## config.mk

```make
export PLATFORM = sky130hd
export DESIGN_NAME = fsmc_failsafe_monitor_regs
export DESIGN_NICKNAME = d
export VERILOG_FILES = /design/src/fsmc_pkg.sv /design/src/fsmc_failsafe_monitor_regs.sv /design/src/fsmc_pwm_divider.sv /design/src/fsmc_failsafe_keep.sv
export VERILOG_INCLUDE_DIRS = /design/src
export SDC_FILE = /design/constraint.sdc
export NUM_CORES = 1
export LEC_CHECK = 0
export ABC_CLOCK_PERIOD_IN_PS = 7600
export BUFFER_PORTS_ARGS = -buffer_cell sky130_fd_sc_hd__buf_2
export CAP_MARGIN = 30
export CORE_ASPECT_RATIO = 0.6
export CORE_UTILIZATION = 24
export CTS_CLUSTER_SIZE = 14
export DETAILED_ROUTE_END_ITERATION = 8
export PLACE_DENSITY = 0.41
export SYNTH_ARGS = -nofsm -noshare
export SYNTH_HDL_FRONTEND = slang
export SYNTH_SLANG_ARGS = --single-unit
```

## constraint.sdc

```tcl
create_clock -name core_clk -period 7.6 [get_ports core_clk]
set_clock_uncertainty 0.05 [all_clocks]
set_input_delay 0.38 -clock core_clk [delete_from_list [all_inputs] [get_ports core_clk]]
set_output_delay 0.38 -clock core_clk [all_outputs]
set_load 0.1 [all_outputs]
```

## src/fsmc_map.svh

```systemverilog
// Offsets, field positions and reset values of the failsafe monitor registers.
// Assumes an 8-bit register address space behind the serial bus engine.
`ifndef FSMC_MAP_SVH
`define FSMC_MAP_SVH
`define FSMC_OFS_CORR 8'h70
`define FSMC_OFS_DIV1 8'h72
`define FSMC_OFS_DIV2 8'h73
`define FSMC_OFS_TRIP 8'h75
`define FSMC_OFS_FSST 8'h76
`define FSMC_OFS_FSCF 8'h77
`define FSMC_OFS_ERR 8'h7a
`define FSMC_OFS_SFR 8'h7c
`define FSMC_RST_CORR 8'hff
`define FSMC_RST_DIV 8'h28
`define FSMC_RST_TRIP 8'h7f
`define FSMC_RST_FSST 8'h00
`define FSMC_RST_FSCF 8'h00
`define FSMC_RST_ERR 8'h00
`define FSMC_FS_HW_CAUSE 0
`define FSMC_FS_TRIP_ONE 1
`define FSMC_FS_TRIP_TWO 2
`define FSMC_FS_TRIP_THREE 3
`define FSMC_FS_THERMAL 4
`define FSMC_FS_REGULATOR 5
`define FSMC_CFG_KEEP_MON 0
`define FSMC_CFG_WD 1
`define FSMC_SFR_INT_ENABLE 2
`define FSMC_SFR_CLEAR 3
`define FSMC_ERR_NO_NACK 0
`define FSMC_ERR_STOP 5
`define FSMC_ERR_ARA 6
`define FSMC_ERR_CRC 7
`define FSMC_MASK_FSCF 8'h03
`define FSMC_RST_INT_ENABLE 1'b1
`define FSMC_RST_CLEAR 1'b0
`endif

```

## src/fsmc_pkg.sv

```systemverilog
// Types shared by the failsafe monitor register bank.
// Assumes fsmc_map.svh for all numeric values.
package fsmc_pkg;
	typedef struct packed {
		logic wr;
		logic rd;
		logic [7:0] addr;
		logic [7:0] wdata;
	} fsmc_bus_t;
	typedef struct packed {
		logic external_trip_input_three;
		logic external_trip_input_two;
		logic external_trip_input_one;
		logic internal_hardware_failsafe_n;
	} fsmc_trip_t;
	typedef struct packed {
		logic crc;
		logic ara;
		logic stop;
		logic missing_host_nack_flag;
	} fsmc_err_t;
	typedef struct packed {
		logic [7:0] status;
		logic [7:0] cfg_bits;
	} fsmc_keep_t;
	typedef struct packed {
		logic [7:0] cnt;
		logic tick;
	} fsmc_div_t;
	typedef struct packed {
		logic [7:0] corr;
		logic [7:0] div1;
		logic [7:0] div2;
		logic [7:0] trip;
		logic [7:0] err;
		logic clear_latch;
		logic int_enable;
		logic [7:0] rdata;
		logic shdn_n;
		logic notify;
		logic alert_n;
		logic mon_en;
		logic fan_en;
		logic wd_clr;
		logic wd_run;
	} fsmc_regs_t;
endpackage

```

## src/fsmc_failsafe_monitor_regs.sv

```systemverilog
// Failsafe monitor control and status register bank with its pin-side effects.
// Assumes the serial bus engine presents byte accesses as wr/rd strobes, one cycle each.
`include "fsmc_map.svh"
module fsmc_failsafe_monitor_regs (
	input wire logic core_clk,
	input wire logic rst,
	input wire fsmc_pkg::fsmc_bus_t reg_bus,
	output logic [7:0] reg_rdata,
	input wire logic pwm_one_base_tick,
	input wire logic pwm_two_base_tick,
	output logic pwm_one_period_tick,
	output logic pwm_two_period_tick,
	output logic [7:0] correction_enable,
	input wire logic monitor_cycle_done,
	input wire logic [7:0] threshold_calc,
	input wire logic [7:0] vset_raw,
	input wire logic thermistor_mode,
	input wire fsmc_pkg::fsmc_trip_t trips,
	input wire logic regulator_power_ok_n,
	input wire logic thermal_shutdown_flag,
	input wire logic aux_power_ok_n,
	input wire logic main_supply_power_good,
	input wire logic trip_notify_enable,
	input wire logic interrupt_pending,
	input wire logic ara_answered,
	input wire fsmc_pkg::fsmc_err_t bus_errors,
	output logic system_shutdown_out_n,
	output logic trip_notification_out,
	output logic alert_interrupt_out_n,
	output logic monitoring_enable,
	output logic fan_drive_enable,
	output logic watchdog_clear,
	output logic watchdog_run
);
	fsmc_pkg::fsmc_regs_t regs_reg;
	fsmc_pkg::fsmc_regs_t regs_next;
	logic both_good;
	logic trip_any;
	logic [7:0] fs_status;
	logic [7:0] fs_cfg;
	logic cfg_wr;
	logic [7:0] err_set;

	assign both_good = !aux_power_ok_n && main_supply_power_good;

	// Status bits four and five are left out on purpose
	assign trip_any = !trips.external_trip_input_one
		|| !trips.external_trip_input_two
		|| !trips.external_trip_input_three
		|| !trips.internal_hardware_failsafe_n;

	assign cfg_wr = reg_bus.wr && reg_bus.addr == `FSMC_OFS_FSCF;

	fsmc_failsafe_keep u_keep (
		.core_clk(core_clk),
		.rst(rst),
		.both_good(both_good),
		.clear_failsafe_latch(regs_reg.clear_latch),
		.trips(trips),
		.regulator_power_ok_n(regulator_power_ok_n),
		.thermal_shutdown_flag(thermal_shutdown_flag),
		.cfg_wr(cfg_wr),
		.cfg_wdata(reg_bus.wdata),
		.status(fs_status),
		.cfg_bits(fs_cfg)
	);

	fsmc_pwm_divider u_div_one (
		.core_clk(core_clk),
		.rst(rst),
		.base_tick(pwm_one_base_tick),
		.divide(regs_reg.div1),
		.period_tick(pwm_one_period_tick)
	);

	fsmc_pwm_divider u_div_two (
		.core_clk(core_clk),
		.rst(rst),
		.base_tick(pwm_two_base_tick),
		.divide(regs_reg.div2),
		.period_tick(pwm_two_period_tick)
	);

	always_comb begin
		err_set = 8'h00;
		err_set[`FSMC_ERR_CRC] = bus_errors.crc;
		err_set[`FSMC_ERR_ARA] = bus_errors.ara;
		err_set[`FSMC_ERR_STOP] = bus_errors.stop;
		err_set[`FSMC_ERR_NO_NACK] = bus_errors.missing_host_nack_flag;
	end

	always_comb begin
		regs_next = regs_reg;

		// Software writes; read-only offsets fall through untouched
		if (reg_bus.wr) begin
			if (reg_bus.addr == `FSMC_OFS_CORR) begin
				regs_next.corr = reg_bus.wdata;
			end else if (reg_bus.addr == `FSMC_OFS_DIV1) begin
				regs_next.div1 = reg_bus.wdata;
			end else if (reg_bus.addr == `FSMC_OFS_DIV2) begin
				regs_next.div2 = reg_bus.wdata;
			end else if (reg_bus.addr == `FSMC_OFS_SFR) begin
				regs_next.clear_latch = reg_bus.wdata[`FSMC_SFR_CLEAR];
				regs_next.int_enable = reg_bus.wdata[`FSMC_SFR_INT_ENABLE];
			end
		end

		// A query answer in the same cycle as a write still disarms
		if (ara_answered) begin
			regs_next.int_enable = 1'b0;
		end

		// Refresh of the threshold is the only path into it
		if (monitor_cycle_done) begin
			if (thermistor_mode) begin
				regs_next.trip = vset_raw;
			end else begin
				regs_next.trip = threshold_calc;
			end
		end

		// Error log clears on read, but a new cause in that cycle survives
		if (reg_bus.rd && reg_bus.addr == `FSMC_OFS_ERR) begin
			regs_next.err = err_set;
		end else begin
			regs_next.err = regs_reg.err | err_set;
		end

		regs_next.rdata = regs_reg.rdata;
		if (reg_bus.rd) begin
			if (reg_bus.addr == `FSMC_OFS_CORR) begin
				regs_next.rdata = regs_reg.corr;
			end else if (reg_bus.addr == `FSMC_OFS_DIV1) begin
				regs_next.rdata = regs_reg.div1;
			end else if (reg_bus.addr == `FSMC_OFS_DIV2) begin
				regs_next.rdata = regs_reg.div2;
			end else if (reg_bus.addr == `FSMC_OFS_TRIP) begin
				regs_next.rdata = regs_reg.trip;
			end else if (reg_bus.addr == `FSMC_OFS_FSST) begin
				regs_next.rdata = fs_status;
			end else if (reg_bus.addr == `FSMC_OFS_FSCF) begin
				regs_next.rdata = fs_cfg;
			end else if (reg_bus.addr == `FSMC_OFS_ERR) begin
				regs_next.rdata = regs_reg.err;
			end else if (reg_bus.addr == `FSMC_OFS_SFR) begin
				regs_next.rdata = 8'h00;
				regs_next.rdata[`FSMC_SFR_CLEAR] = regs_reg.clear_latch;
				regs_next.rdata[`FSMC_SFR_INT_ENABLE] = regs_reg.int_enable;
			end else begin
				regs_next.rdata = 8'h00;
			end
		end

		// Pin-side effects, registered so the pins never glitch
		regs_next.shdn_n = !(trip_any && both_good);
		regs_next.notify = trip_any && both_good && trip_notify_enable;
		regs_next.alert_n = !(interrupt_pending && regs_reg.int_enable);
		regs_next.fan_en = both_good;
		regs_next.mon_en = both_good || fs_cfg[`FSMC_CFG_KEEP_MON];
		regs_next.wd_clr = !fs_cfg[`FSMC_CFG_WD] && !both_good;
		regs_next.wd_run = !fs_cfg[`FSMC_CFG_WD] && both_good;
	end

	always_ff @(posedge core_clk or posedge rst) begin
		if (rst) begin
			regs_reg.corr <= `FSMC_RST_CORR;
			regs_reg.div1 <= `FSMC_RST_DIV;
			regs_reg.div2 <= `FSMC_RST_DIV;
			regs_reg.trip <= `FSMC_RST_TRIP;
			regs_reg.err <= `FSMC_RST_ERR;
			regs_reg.clear_latch <= `FSMC_RST_CLEAR;
			regs_reg.int_enable <= `FSMC_RST_INT_ENABLE;
			regs_reg.rdata <= 8'h00;
			regs_reg.shdn_n <= 1'b1;
			regs_reg.notify <= 1'b0;
			regs_reg.alert_n <= 1'b1;
			regs_reg.mon_en <= 1'b0;
			regs_reg.fan_en <= 1'b0;
			regs_reg.wd_clr <= 1'b0;
			regs_reg.wd_run <= 1'b0;
		end else begin
			regs_reg <= regs_next;
		end
	end

	assign reg_rdata = regs_reg.rdata;
	assign correction_enable = regs_reg.corr;
	assign system_shutdown_out_n = regs_reg.shdn_n;
	assign trip_notification_out = regs_reg.notify;
	assign alert_interrupt_out_n = regs_reg.alert_n;
	assign monitoring_enable = regs_reg.mon_en;
	assign fan_drive_enable = regs_reg.fan_en;
	assign watchdog_clear = regs_reg.wd_clr;
	assign watchdog_run = regs_reg.wd_run;

	a_corr_write: assert property (@(posedge core_clk) disable iff (rst)
		reg_bus.wr && reg_bus.addr == `FSMC_OFS_CORR
		|=> correction_enable == $past(reg_bus.wdata))
		else $error("correction enable not written");

	a_trip_refresh: assert property (@(posedge core_clk) disable iff (rst)
		monitor_cycle_done && !thermistor_mode
		|=> regs_reg.trip == $past(threshold_calc))
		else $error("threshold not refreshed");

	a_trip_raw: assert property (@(posedge core_clk) disable iff (rst)
		monitor_cycle_done && thermistor_mode
		|=> regs_reg.trip == $past(vset_raw))
		else $error("raw voltage not loaded");

	a_trip_readonly: assert property (@(posedge core_clk) disable iff (rst)
		!monitor_cycle_done |=> regs_reg.trip == $past(regs_reg.trip))
		else $error("threshold changed without refresh");

	a_shdn_cause: assert property (@(posedge core_clk) disable iff (rst)
		!system_shutdown_out_n |-> $past(trip_any) && $past(both_good))
		else $error("shutdown without trip source");

	a_unpowered_block: assert property (@(posedge core_clk) disable iff (rst)
		!both_good |=> system_shutdown_out_n && !trip_notification_out)
		else $error("shutdown not blocked");

	a_fan_off: assert property (@(posedge core_clk) disable iff (rst)
		!both_good |=> !fan_drive_enable && monitoring_enable == $past(fs_cfg[`FSMC_CFG_KEEP_MON]))
		else $error("power loss mode wrong");

	a_wd_reset: assert property (@(posedge core_clk) disable iff (rst)
		!fs_cfg[`FSMC_CFG_WD] && !both_good |=> watchdog_clear && !watchdog_run)
		else $error("watchdog not reset");

	a_int_gate: assert property (@(posedge core_clk) disable iff (rst)
		!regs_reg.int_enable |=> alert_interrupt_out_n)
		else $error("interrupt with enable low");

	a_ara_clear: assert property (@(posedge core_clk) disable iff (rst)
		ara_answered |=> !regs_reg.int_enable ##1 alert_interrupt_out_n)
		else $error("enable not cleared by query");

	a_err_log: assert property (@(posedge core_clk) disable iff (rst)
		bus_errors.crc |=> regs_reg.err[`FSMC_ERR_CRC])
		else $error("crc error not logged");

	a_sfr_zero: assert property (@(posedge core_clk) disable iff (rst)
		reg_bus.rd && reg_bus.addr == `FSMC_OFS_SFR
		|=> reg_rdata[7:4] == 4'h0 && reg_rdata[1:0] == 2'h0)
		else $error("reserved bits not zero");
endmodule

```

## src/fsmc_pwm_divider.sv

```systemverilog
// Divides a PWM base clock enable by an 8-bit setting.
// Assumes base_tick is a one-cycle pulse in the core_clk domain.
`include "fsmc_map.svh"
module fsmc_pwm_divider (
	input wire logic core_clk,
	input wire logic rst,
	input wire logic base_tick,
	input wire logic [7:0] divide,
	output logic period_tick
);
	fsmc_pkg::fsmc_div_t div_reg;
	fsmc_pkg::fsmc_div_t div_next;

	always_comb begin
		div_next = div_reg;
		div_next.tick = 1'b0;
		if (base_tick) begin
			// Zero setting parks the output rather than dividing by 256
			if (divide == 8'h00) begin
				div_next.cnt = 8'h00;
			end else if (div_reg.cnt >= 8'(divide - 8'h01)) begin
				div_next.cnt = 8'h00;
				div_next.tick = 1'b1;
			end else begin
				div_next.cnt = 8'(div_reg.cnt + 8'h01);
			end
		end
	end

	always_ff @(posedge core_clk or posedge rst) begin
		if (rst) begin
			div_reg <= '0;
		end else begin
			div_reg <= div_next;
		end
	end

	assign period_tick = div_reg.tick;

	a_tick_cause: assert property (@(posedge core_clk) disable iff (rst)
		period_tick |-> $past(base_tick) && $past(divide) != 8'h00)
		else $error("period tick without base tick");
endmodule

```

## src/fsmc_failsafe_keep.sv

```systemverilog
// Retained failsafe cause latch and failsafe configuration.
// Assumes rst is the always-on supply reset; main supply loss is seen only as power-good.
`include "fsmc_map.svh"
module fsmc_failsafe_keep (
	input wire logic core_clk,
	input wire logic rst,
	input wire logic both_good,
	input wire logic clear_failsafe_latch,
	input wire fsmc_pkg::fsmc_trip_t trips,
	input wire logic regulator_power_ok_n,
	input wire logic thermal_shutdown_flag,
	input wire logic cfg_wr,
	input wire logic [7:0] cfg_wdata,
	output logic [7:0] status,
	output logic [7:0] cfg_bits
);
	fsmc_pkg::fsmc_keep_t keep_reg;
	fsmc_pkg::fsmc_keep_t keep_next;
	logic [7:0] cause;

	always_comb begin
		cause = 8'h00;
		cause[`FSMC_FS_HW_CAUSE] = !trips.internal_hardware_failsafe_n;
		cause[`FSMC_FS_TRIP_ONE] = !trips.external_trip_input_one;
		cause[`FSMC_FS_TRIP_TWO] = !trips.external_trip_input_two;
		cause[`FSMC_FS_TRIP_THREE] = !trips.external_trip_input_three;
		cause[`FSMC_FS_THERMAL] = thermal_shutdown_flag;
		cause[`FSMC_FS_REGULATOR] = !regulator_power_ok_n;
		keep_next = keep_reg;
		if (cfg_wr) begin
			keep_next.cfg_bits = cfg_wdata & `FSMC_MASK_FSCF;
		end
		// Frozen while unpowered; a pending clear acts once power returns
		if (both_good) begin
			if (clear_failsafe_latch) begin
				keep_next.status = `FSMC_RST_FSST;
			end else begin
				keep_next.status = keep_reg.status | cause;
			end
		end
	end

	// Only rst of the always-on supply touches this state
	always_ff @(posedge core_clk or posedge rst) begin
		if (rst) begin
			keep_reg <= {`FSMC_RST_FSST, `FSMC_RST_FSCF};
		end else begin
			keep_reg <= keep_next;
		end
	end

	assign status = keep_reg.status;
	assign cfg_bits = keep_reg.cfg_bits;

	a_status_frozen: assert property (@(posedge core_clk) disable iff (rst)
		!both_good |=> status == $past(status))
		else $error("status changed while unpowered");
	a_clear_holds: assert property (@(posedge core_clk) disable iff (rst)
		both_good && clear_failsafe_latch |=> status == 8'h00)
		else $error("clear did not hold status at default");
	a_trip_sticky: assert property (@(posedge core_clk) disable iff (rst)
		both_good && !clear_failsafe_latch && !trips.external_trip_input_one
		|=> status[`FSMC_FS_TRIP_ONE] ##1 (status[`FSMC_FS_TRIP_ONE] || $past(clear_failsafe_latch && both_good)))
		else $error("trip cause not latched");
endmodule

```

Word level (Yosys, flattened, before mapping)
Index checks and enable logic that the tools add are counted.
{ "classes": {"mux": 27, "bitwise_logic": 5, "eq_ne": 11, "add_sub_neg": 4, "n_reduce_logical": 31, "n_lt_le_gt_ge": 2} }
{ "ops": {"columns": ["cell", "count"], "rows": [
  ["8-bit 2-to-1 mux", 14],
  ["8-bit by 7-bit == test with 1-bit output (second input constant)", 8],
  ["8-bit by 1-bit adder with 8-bit output (second input constant)", 2],
  ["8-bit greater-or-equal comparator", 2],
  ["8-bit logical NOT", 2],
  ["8-bit by 1-bit subtractor with 8-bit output (second input constant)", 2],
  ["1-bit 2-to-1 mux", 12],
  ["1-bit logical NOT", 10],
  ["5-bit AND reduction", 2],
  ["1-bit logical AND", 8],
  ["8-bit by 6-bit bitwise OR with 8-bit output", 1],
  ["8-bit bitwise OR", 1],
  ["2-bit != test (second input constant)", 3],
  ["1-bit logical OR", 4],
  ["4-bit 2-to-1 mux", 1],
  ["4-bit AND reduction", 1],
  ["2-bit nonzero test", 2],
  ["1-bit NOT", 3],
  ["3-bit AND reduction", 1],
  ["2-bit AND reduction", 1]
]} }
{ "word_totals": {"regBits": 85, "in_bits": 55, "elab_cells": 101, "output_inout_bits": 25} }

Longest topological paths before layout
{ "logic_depth": {"word_depth": 9, "ltp_mapped": 10, "mapped_depth_nobuf": 10} }

By module
From an unflattened synthesis, not the netlist that was laid out.
{ "unflattened": {"cells_unflattened": 499, "hier_area_um2": 4938.5} }
{ "by_module_without_submodules": {"columns": ["module", "cells_per_inst", "instances", "seq_area_each_um2", "area_per_inst_um2"], "rows": [
  ["fsmc_failsafe_monitor_regs", 277, 1, 1353.8, 2861.5],
  ["fsmc_pwm_divider at u_div_one", 93, 1, 225.2, 829.5],
  ["fsmc_pwm_divider at u_div_two", 90, 1, 225.2, 828.3],
  ["fsmc_failsafe_keep", 39, 1, 200.2, 419.2]
]} }

Least setup slack after synthesis
Ideal clock, no wire load.
{ "synth_timing": {"kind": "register to register", "startpoint": "reg regs_reg[43] in the netlist's numbering", "endpoint": "reg u_div_one.div_reg[3] in the netlist's numbering", "stages_incl_launch_ff": 10, "arrival_time_ps": 2485, "path_buffers": 0, "slack_ps": 4975, "setup_ps": 90, "synth_period_minus_slack_ps": 2625, "t_required_ps": 7460, "cell_sequence": "dfrtp_1 > nor4_1 > nor4b_1 > xnor2_1 > ha_1 > a211oi_1 > nand3_1 > a31oi_1 > o21ai_2 > o221ai_1"} }
{ "synth_between": {"elab_chain_len": 4, "word_cells_on_any_way": 5, "cone_classes": "add/sub (1); order compare (1); mux (2); reduce/logical (1)"} }
{ "synth_lines": {"columns": ["item", "line", "rtl"], "rows": [
  ["start, declared", "fsmc_failsafe_monitor_regs.sv:35", "fsmc_pkg::fsmc_regs_t regs_reg;"],
  ["start signal, assigned", "fsmc_failsafe_monitor_regs.sv:183", "regs_reg <= regs_next;"],
  ["8-bit by 1-bit subtractor with 8-bit output", "fsmc_pwm_divider.sv:21", "end else if (div_reg.cnt >= 8'(divide - 8'h01)) begin"],
  ["8-bit greater-or-equal comparator", "fsmc_pwm_divider.sv:21", null],
  ["8-bit 2-to-1 mux", "fsmc_pwm_divider.sv:21", null],
  ["8-bit 2-to-1 mux (*)", "fsmc_pwm_divider.sv:19", "if (divide == 8'h00) begin"],
  ["end signal, assigned", "fsmc_pwm_divider.sv:34", "div_reg <= div_next;"],
  ["end, declared", "fsmc_pwm_divider.sv:11", "fsmc_pkg::fsmc_div_t div_reg;"]
]} }
Mark *: on every way between the ends. The rest lies on a longest branch, timed or not.
A chain may end at the register's enable or synchronous reset.

Final worst setup path
{ "layout_timing": {"startpoint": "reg regs_reg[43] in the netlist's numbering", "endpoint": "reg u_div_one.div_reg[6] in the netlist's numbering"} }
The elaborated chain is that of the path after synthesis.

==> impl_metrics.py <==
metrics = {
    "critical_path": {
        "cp-startpoint": "regs_reg[43]",
        "end_kind": "flop",
        "r2r_start": "regs_reg[43]",
        "critPathRequiredTime_ns": 7.80,
        "reg2reg_depth": 9,
        "crit_type": "flop to flop",
        "rrSetupSlack_ns": 4.46,
        "worstPathMaxFanout": 8,
        "r2r-end": "u_div_one.div_reg[6]",
        "endpoint": "u_div_one.div_reg[6]",
        "cp.arrival_ns": 3.35,
        "start_kind": "flop",
    },
    "global_route": {
        "grt_pass1_wl_mm": 20.3,
        "grt_max_degree": 44,
        "gr-total-overflow": 0,
        "grt_use_total_pct": 13.9,
        "antenna_found_initial": 0,
        "grt_pass1_vias": 3469,
    },
    "die": {
        "rows": 38,
        "dieWidth_microns": 180,
        "fp.dieH_microns": 109,
        "io_pins": 80,
        "die_area_sq_mm": 0.0196,
        "core-area_sq_mm": 0.0184,
        "start_util_pct": 24.9,
    },
    "cells_and_area": {
        "utilization_pct": 29.9,
        "antenna_cells": 0,
        "final_cell_count_no_fill": 752,
        "largest_reg_flops": 30,
        "nNetsFinal": 584,
        "area_growth_pct": 19.8,
        "drive_above_1_share_pct": 31.8,
        "fillers": 1899,
    },
    "power_and_ir_drop": {
        "pwr-share-clk_pct": 41.5,
        "p_int_w": 0.000897,
        "p_comb_share_pct": 20.7,
        "p_switching_w": 0.000400,
        "vdd_drop_max_v": 0.0000910,
        "seq_power_share_pct": 37.8,
        "swShare_pct": 30.9,
        "power.density_mw_per_mm2": 237,
        "leakage_nw": 2.43,
    },
    "route": {
        "post-route-drc-count": 0,
        "drt_iter0_markers": 233,
        "ant_nets": 0,
        "drt-total-wl_mm": 13.2,
        "viasPerCell": 4.81,
        "routedWlPerCell_microns": 17.6,
        "drt-pass1-iter-count": 4,
        "via_count": 3614,
    },
    "sta": {
        "final_hold_viol_count": 0,
        "setup_viol": 0,
        "slew_violations": 0,
        "final.setup.tns_ns": 0,
        "fmax_mhz": 318,
        "fin_crit_ns": 3.14,
        "tightest_slew_ns": 0.683,
        "rsz0062_at_grt": "false",
        "setup_ws_ns": 4.46,
        "fin_crit_sh_pct": 41.4,
        "maxSlewHeadroom_pct": 54.4,
        "timing.hold.ws_ns": 0.0600,
    },
    "placed_design": {
        "post-dp-hpwl_mm": 10.2,
        "port_buffers": 79,
        "dp_cells": 736,
        "globalplace.congestion": 0.817,
        "dp_slack_ns": 4.51,
    },
    "clocking": {
        "cts_buffers": 9,
        "cts_tree": "yes",
        "ctsRootBufferMaster": "clkbuf_16",
        "cts.sinks": 79,
        "post_cts_buffers": 0,
        "cts_resized": 0,
        "h-tree-depth": 3,
        "clk_pin_slew_ns": 0.07,
        "clkLatencyLatePin_ns": 0.34,
        "clockBufferDepth": 2,
        "postCtsHoldBufs": 0,
    },
    "synth": {
        "syn_avg_cell_area_sq_um": 10.3,
        "synth_nets": 519,
        "seq_area_frac_synth_pct": 43.8,
        "ys_seq_elements": 79,
        "yosysWarnings": 0,
        "ys.flop_type": "dfrtp_1",
        "synth_cells": 442,
        "synth_edf_count": 0,
        "yosysUniqueCellTypes": 59,
        "async_flop_share_pct": 100,
        "syn_area_sq_mm": 0.00457,
    },
    "flow_run": {
        "drv_cap": 0,
    },
    "outcome": {
        "status": "finished, final reports clean",
    },
    "hold_path": {
        "hold_class": "primary input to asynchronous set/reset pin",
    },
}
area by class of cell:
| type | count | area, sq um | share of cell area, % |
|---|---|---|---|
| Clock buffer | 9 | 225 | 4.11 |
| Clock inverter | 7 | 145 | 2.65 |
| Inverter | 24 | 91.3 | 1.67 |
| Multi-Input combinational cell | 313 | 2310 | 42.2 |
| Sequential cell | 79 | 2000 | 36.6 |
| Tap cell | 240 | 300 | 5.48 |
| Timing Repair Buffer | 80 | 403 | 7.35 |
per-layer routing:
metal,global-route usage [%],share of wire [%]
met1,22.6,57
met2,17.4,36
met3,3.47,6.0
met4,2.93,0.97
met5,0,0
per-stage QoR:
| stage | total power (W) | cell area [sq um] |
|---|---|---|
| 2_1_floorplan | 0.000696 | 4570 |
| 6_report | 0.00130 | 5480 |
| 4_1_cts | 0.00131 | 5480 |
| 3_5_place_dp | 0.000767 | 5110 |
| 3_3_place_gp | 0.000762 | 5110 |
| 5_1_grt | 0.00136 | 5480 |
critical path, stage by stage (launching register included):
cell and delay, ns:
dfrtp_1 0.44, nor4_1 0.54, nor4b_1 0.38, xnor2_1 0.12
ha_1 0.21, a211oi_1 0.26, nand3_1 0.11, a31oi_1 0.47
o21ai_2 0.25, o221ai_1 0.23
logic make-up (layout without fill, tap and decap cells):
family	Yosys count	count (layout)	share of synthesized area (%)
DFF	79	79	43.8
adders and majority gates	22	22	6.02
muxes	39	39	9.28
AOI/OAI and AO/OA	108	108	16.3
and+or+nand+nor	130	130	16.2
xor gates and xnor gates	14	14	2.68
buffers and inverters	50	120	5.64
synth_stat cells (all sizes together), types with 5 or more instances:
library cell / n / area [sq um]
and3: 6 / 37.5
mux2i: 12 / 120
xnor2: 11 / 96.3
nor3: 16 / 91.3
nand2: 26 / 105
nor2b: 9 / 61.3
clkbuf: 6 / 22.5
ha: 22 / 275
inv: 24 / 90.1
buf: 20 / 145
nor2: 31 / 129
a22oi: 6 / 45.0
nand2b: 8 / 50.1
mux2: 27 / 304
nand3: 10 / 55.1
o21a: 6 / 45.0
a21o: 8 / 60.1
o221ai: 10 / 87.6
a31oi: 5 / 31.3
dfstp: 22 / 578
o21ai: 19 / 103
dfrtp: 57 / 1430
a21oi: 24 / 124
worst min path at each step:
stage / startpoint / endpoint / cells past startpoint
after floorplan: ara_answered / regs_reg[15] / 1
after global placement: regs_reg[15] / alert_interrupt_out_n / 1
after detailed placement: regs_reg[15] / alert_interrupt_out_n / 1
after CTS: rst / u_div_two.div_reg[3] / 2
after global routing: ara_answered / regs_reg[15] / 2
final: rst / u_div_two.div_reg[3] / 2
power by group through the flow:
stage | Clock, W | Sequential [W] | Combinational, W
after detailed placement | 0 | 0.000497 | 0.000270
after floorplan | 0 | 0.000517 | 0.000179
after global placement | 0 | 0.000497 | 0.000265
final | 0.000538 | 0.000491 | 0.000269
after global routing | 0.000568 | 0.000495 | 0.000296
after CTS | 0.000553 | 0.000490 | 0.000271
placed cells by master (no fill, tap or decap), types with 3 or more instances in the layout:
cell        n
buf_2      79
dfrtp_1    57
nor2_1     28
mux2_2     27
nand2_1    25
a21oi_1    23
inv_1      23
ha_1       22
dfstp_2    22
o21ai_0    17
nor3_1     15
mux2i_1    12
xnor2_1    11
o221ai_1   10
nand3_1     9
clkbuf_16   9
nand2b_1    8
a21o_1      8
nor2b_1     7
and3_1      6
a22oi_1     6
o21a_1      6
a31oi_1     5
o2bb2ai_1   4
o22ai_1     4
a22o_1      4
a32oi_1     4
bufinv_16   4
nand4_1     3
o2111ai_1   3
or3_1       3
o211ai_1    3
nand3b_1    3
xor2_1      3
nor4b_1     3
(Power assumes the default switching activity.)
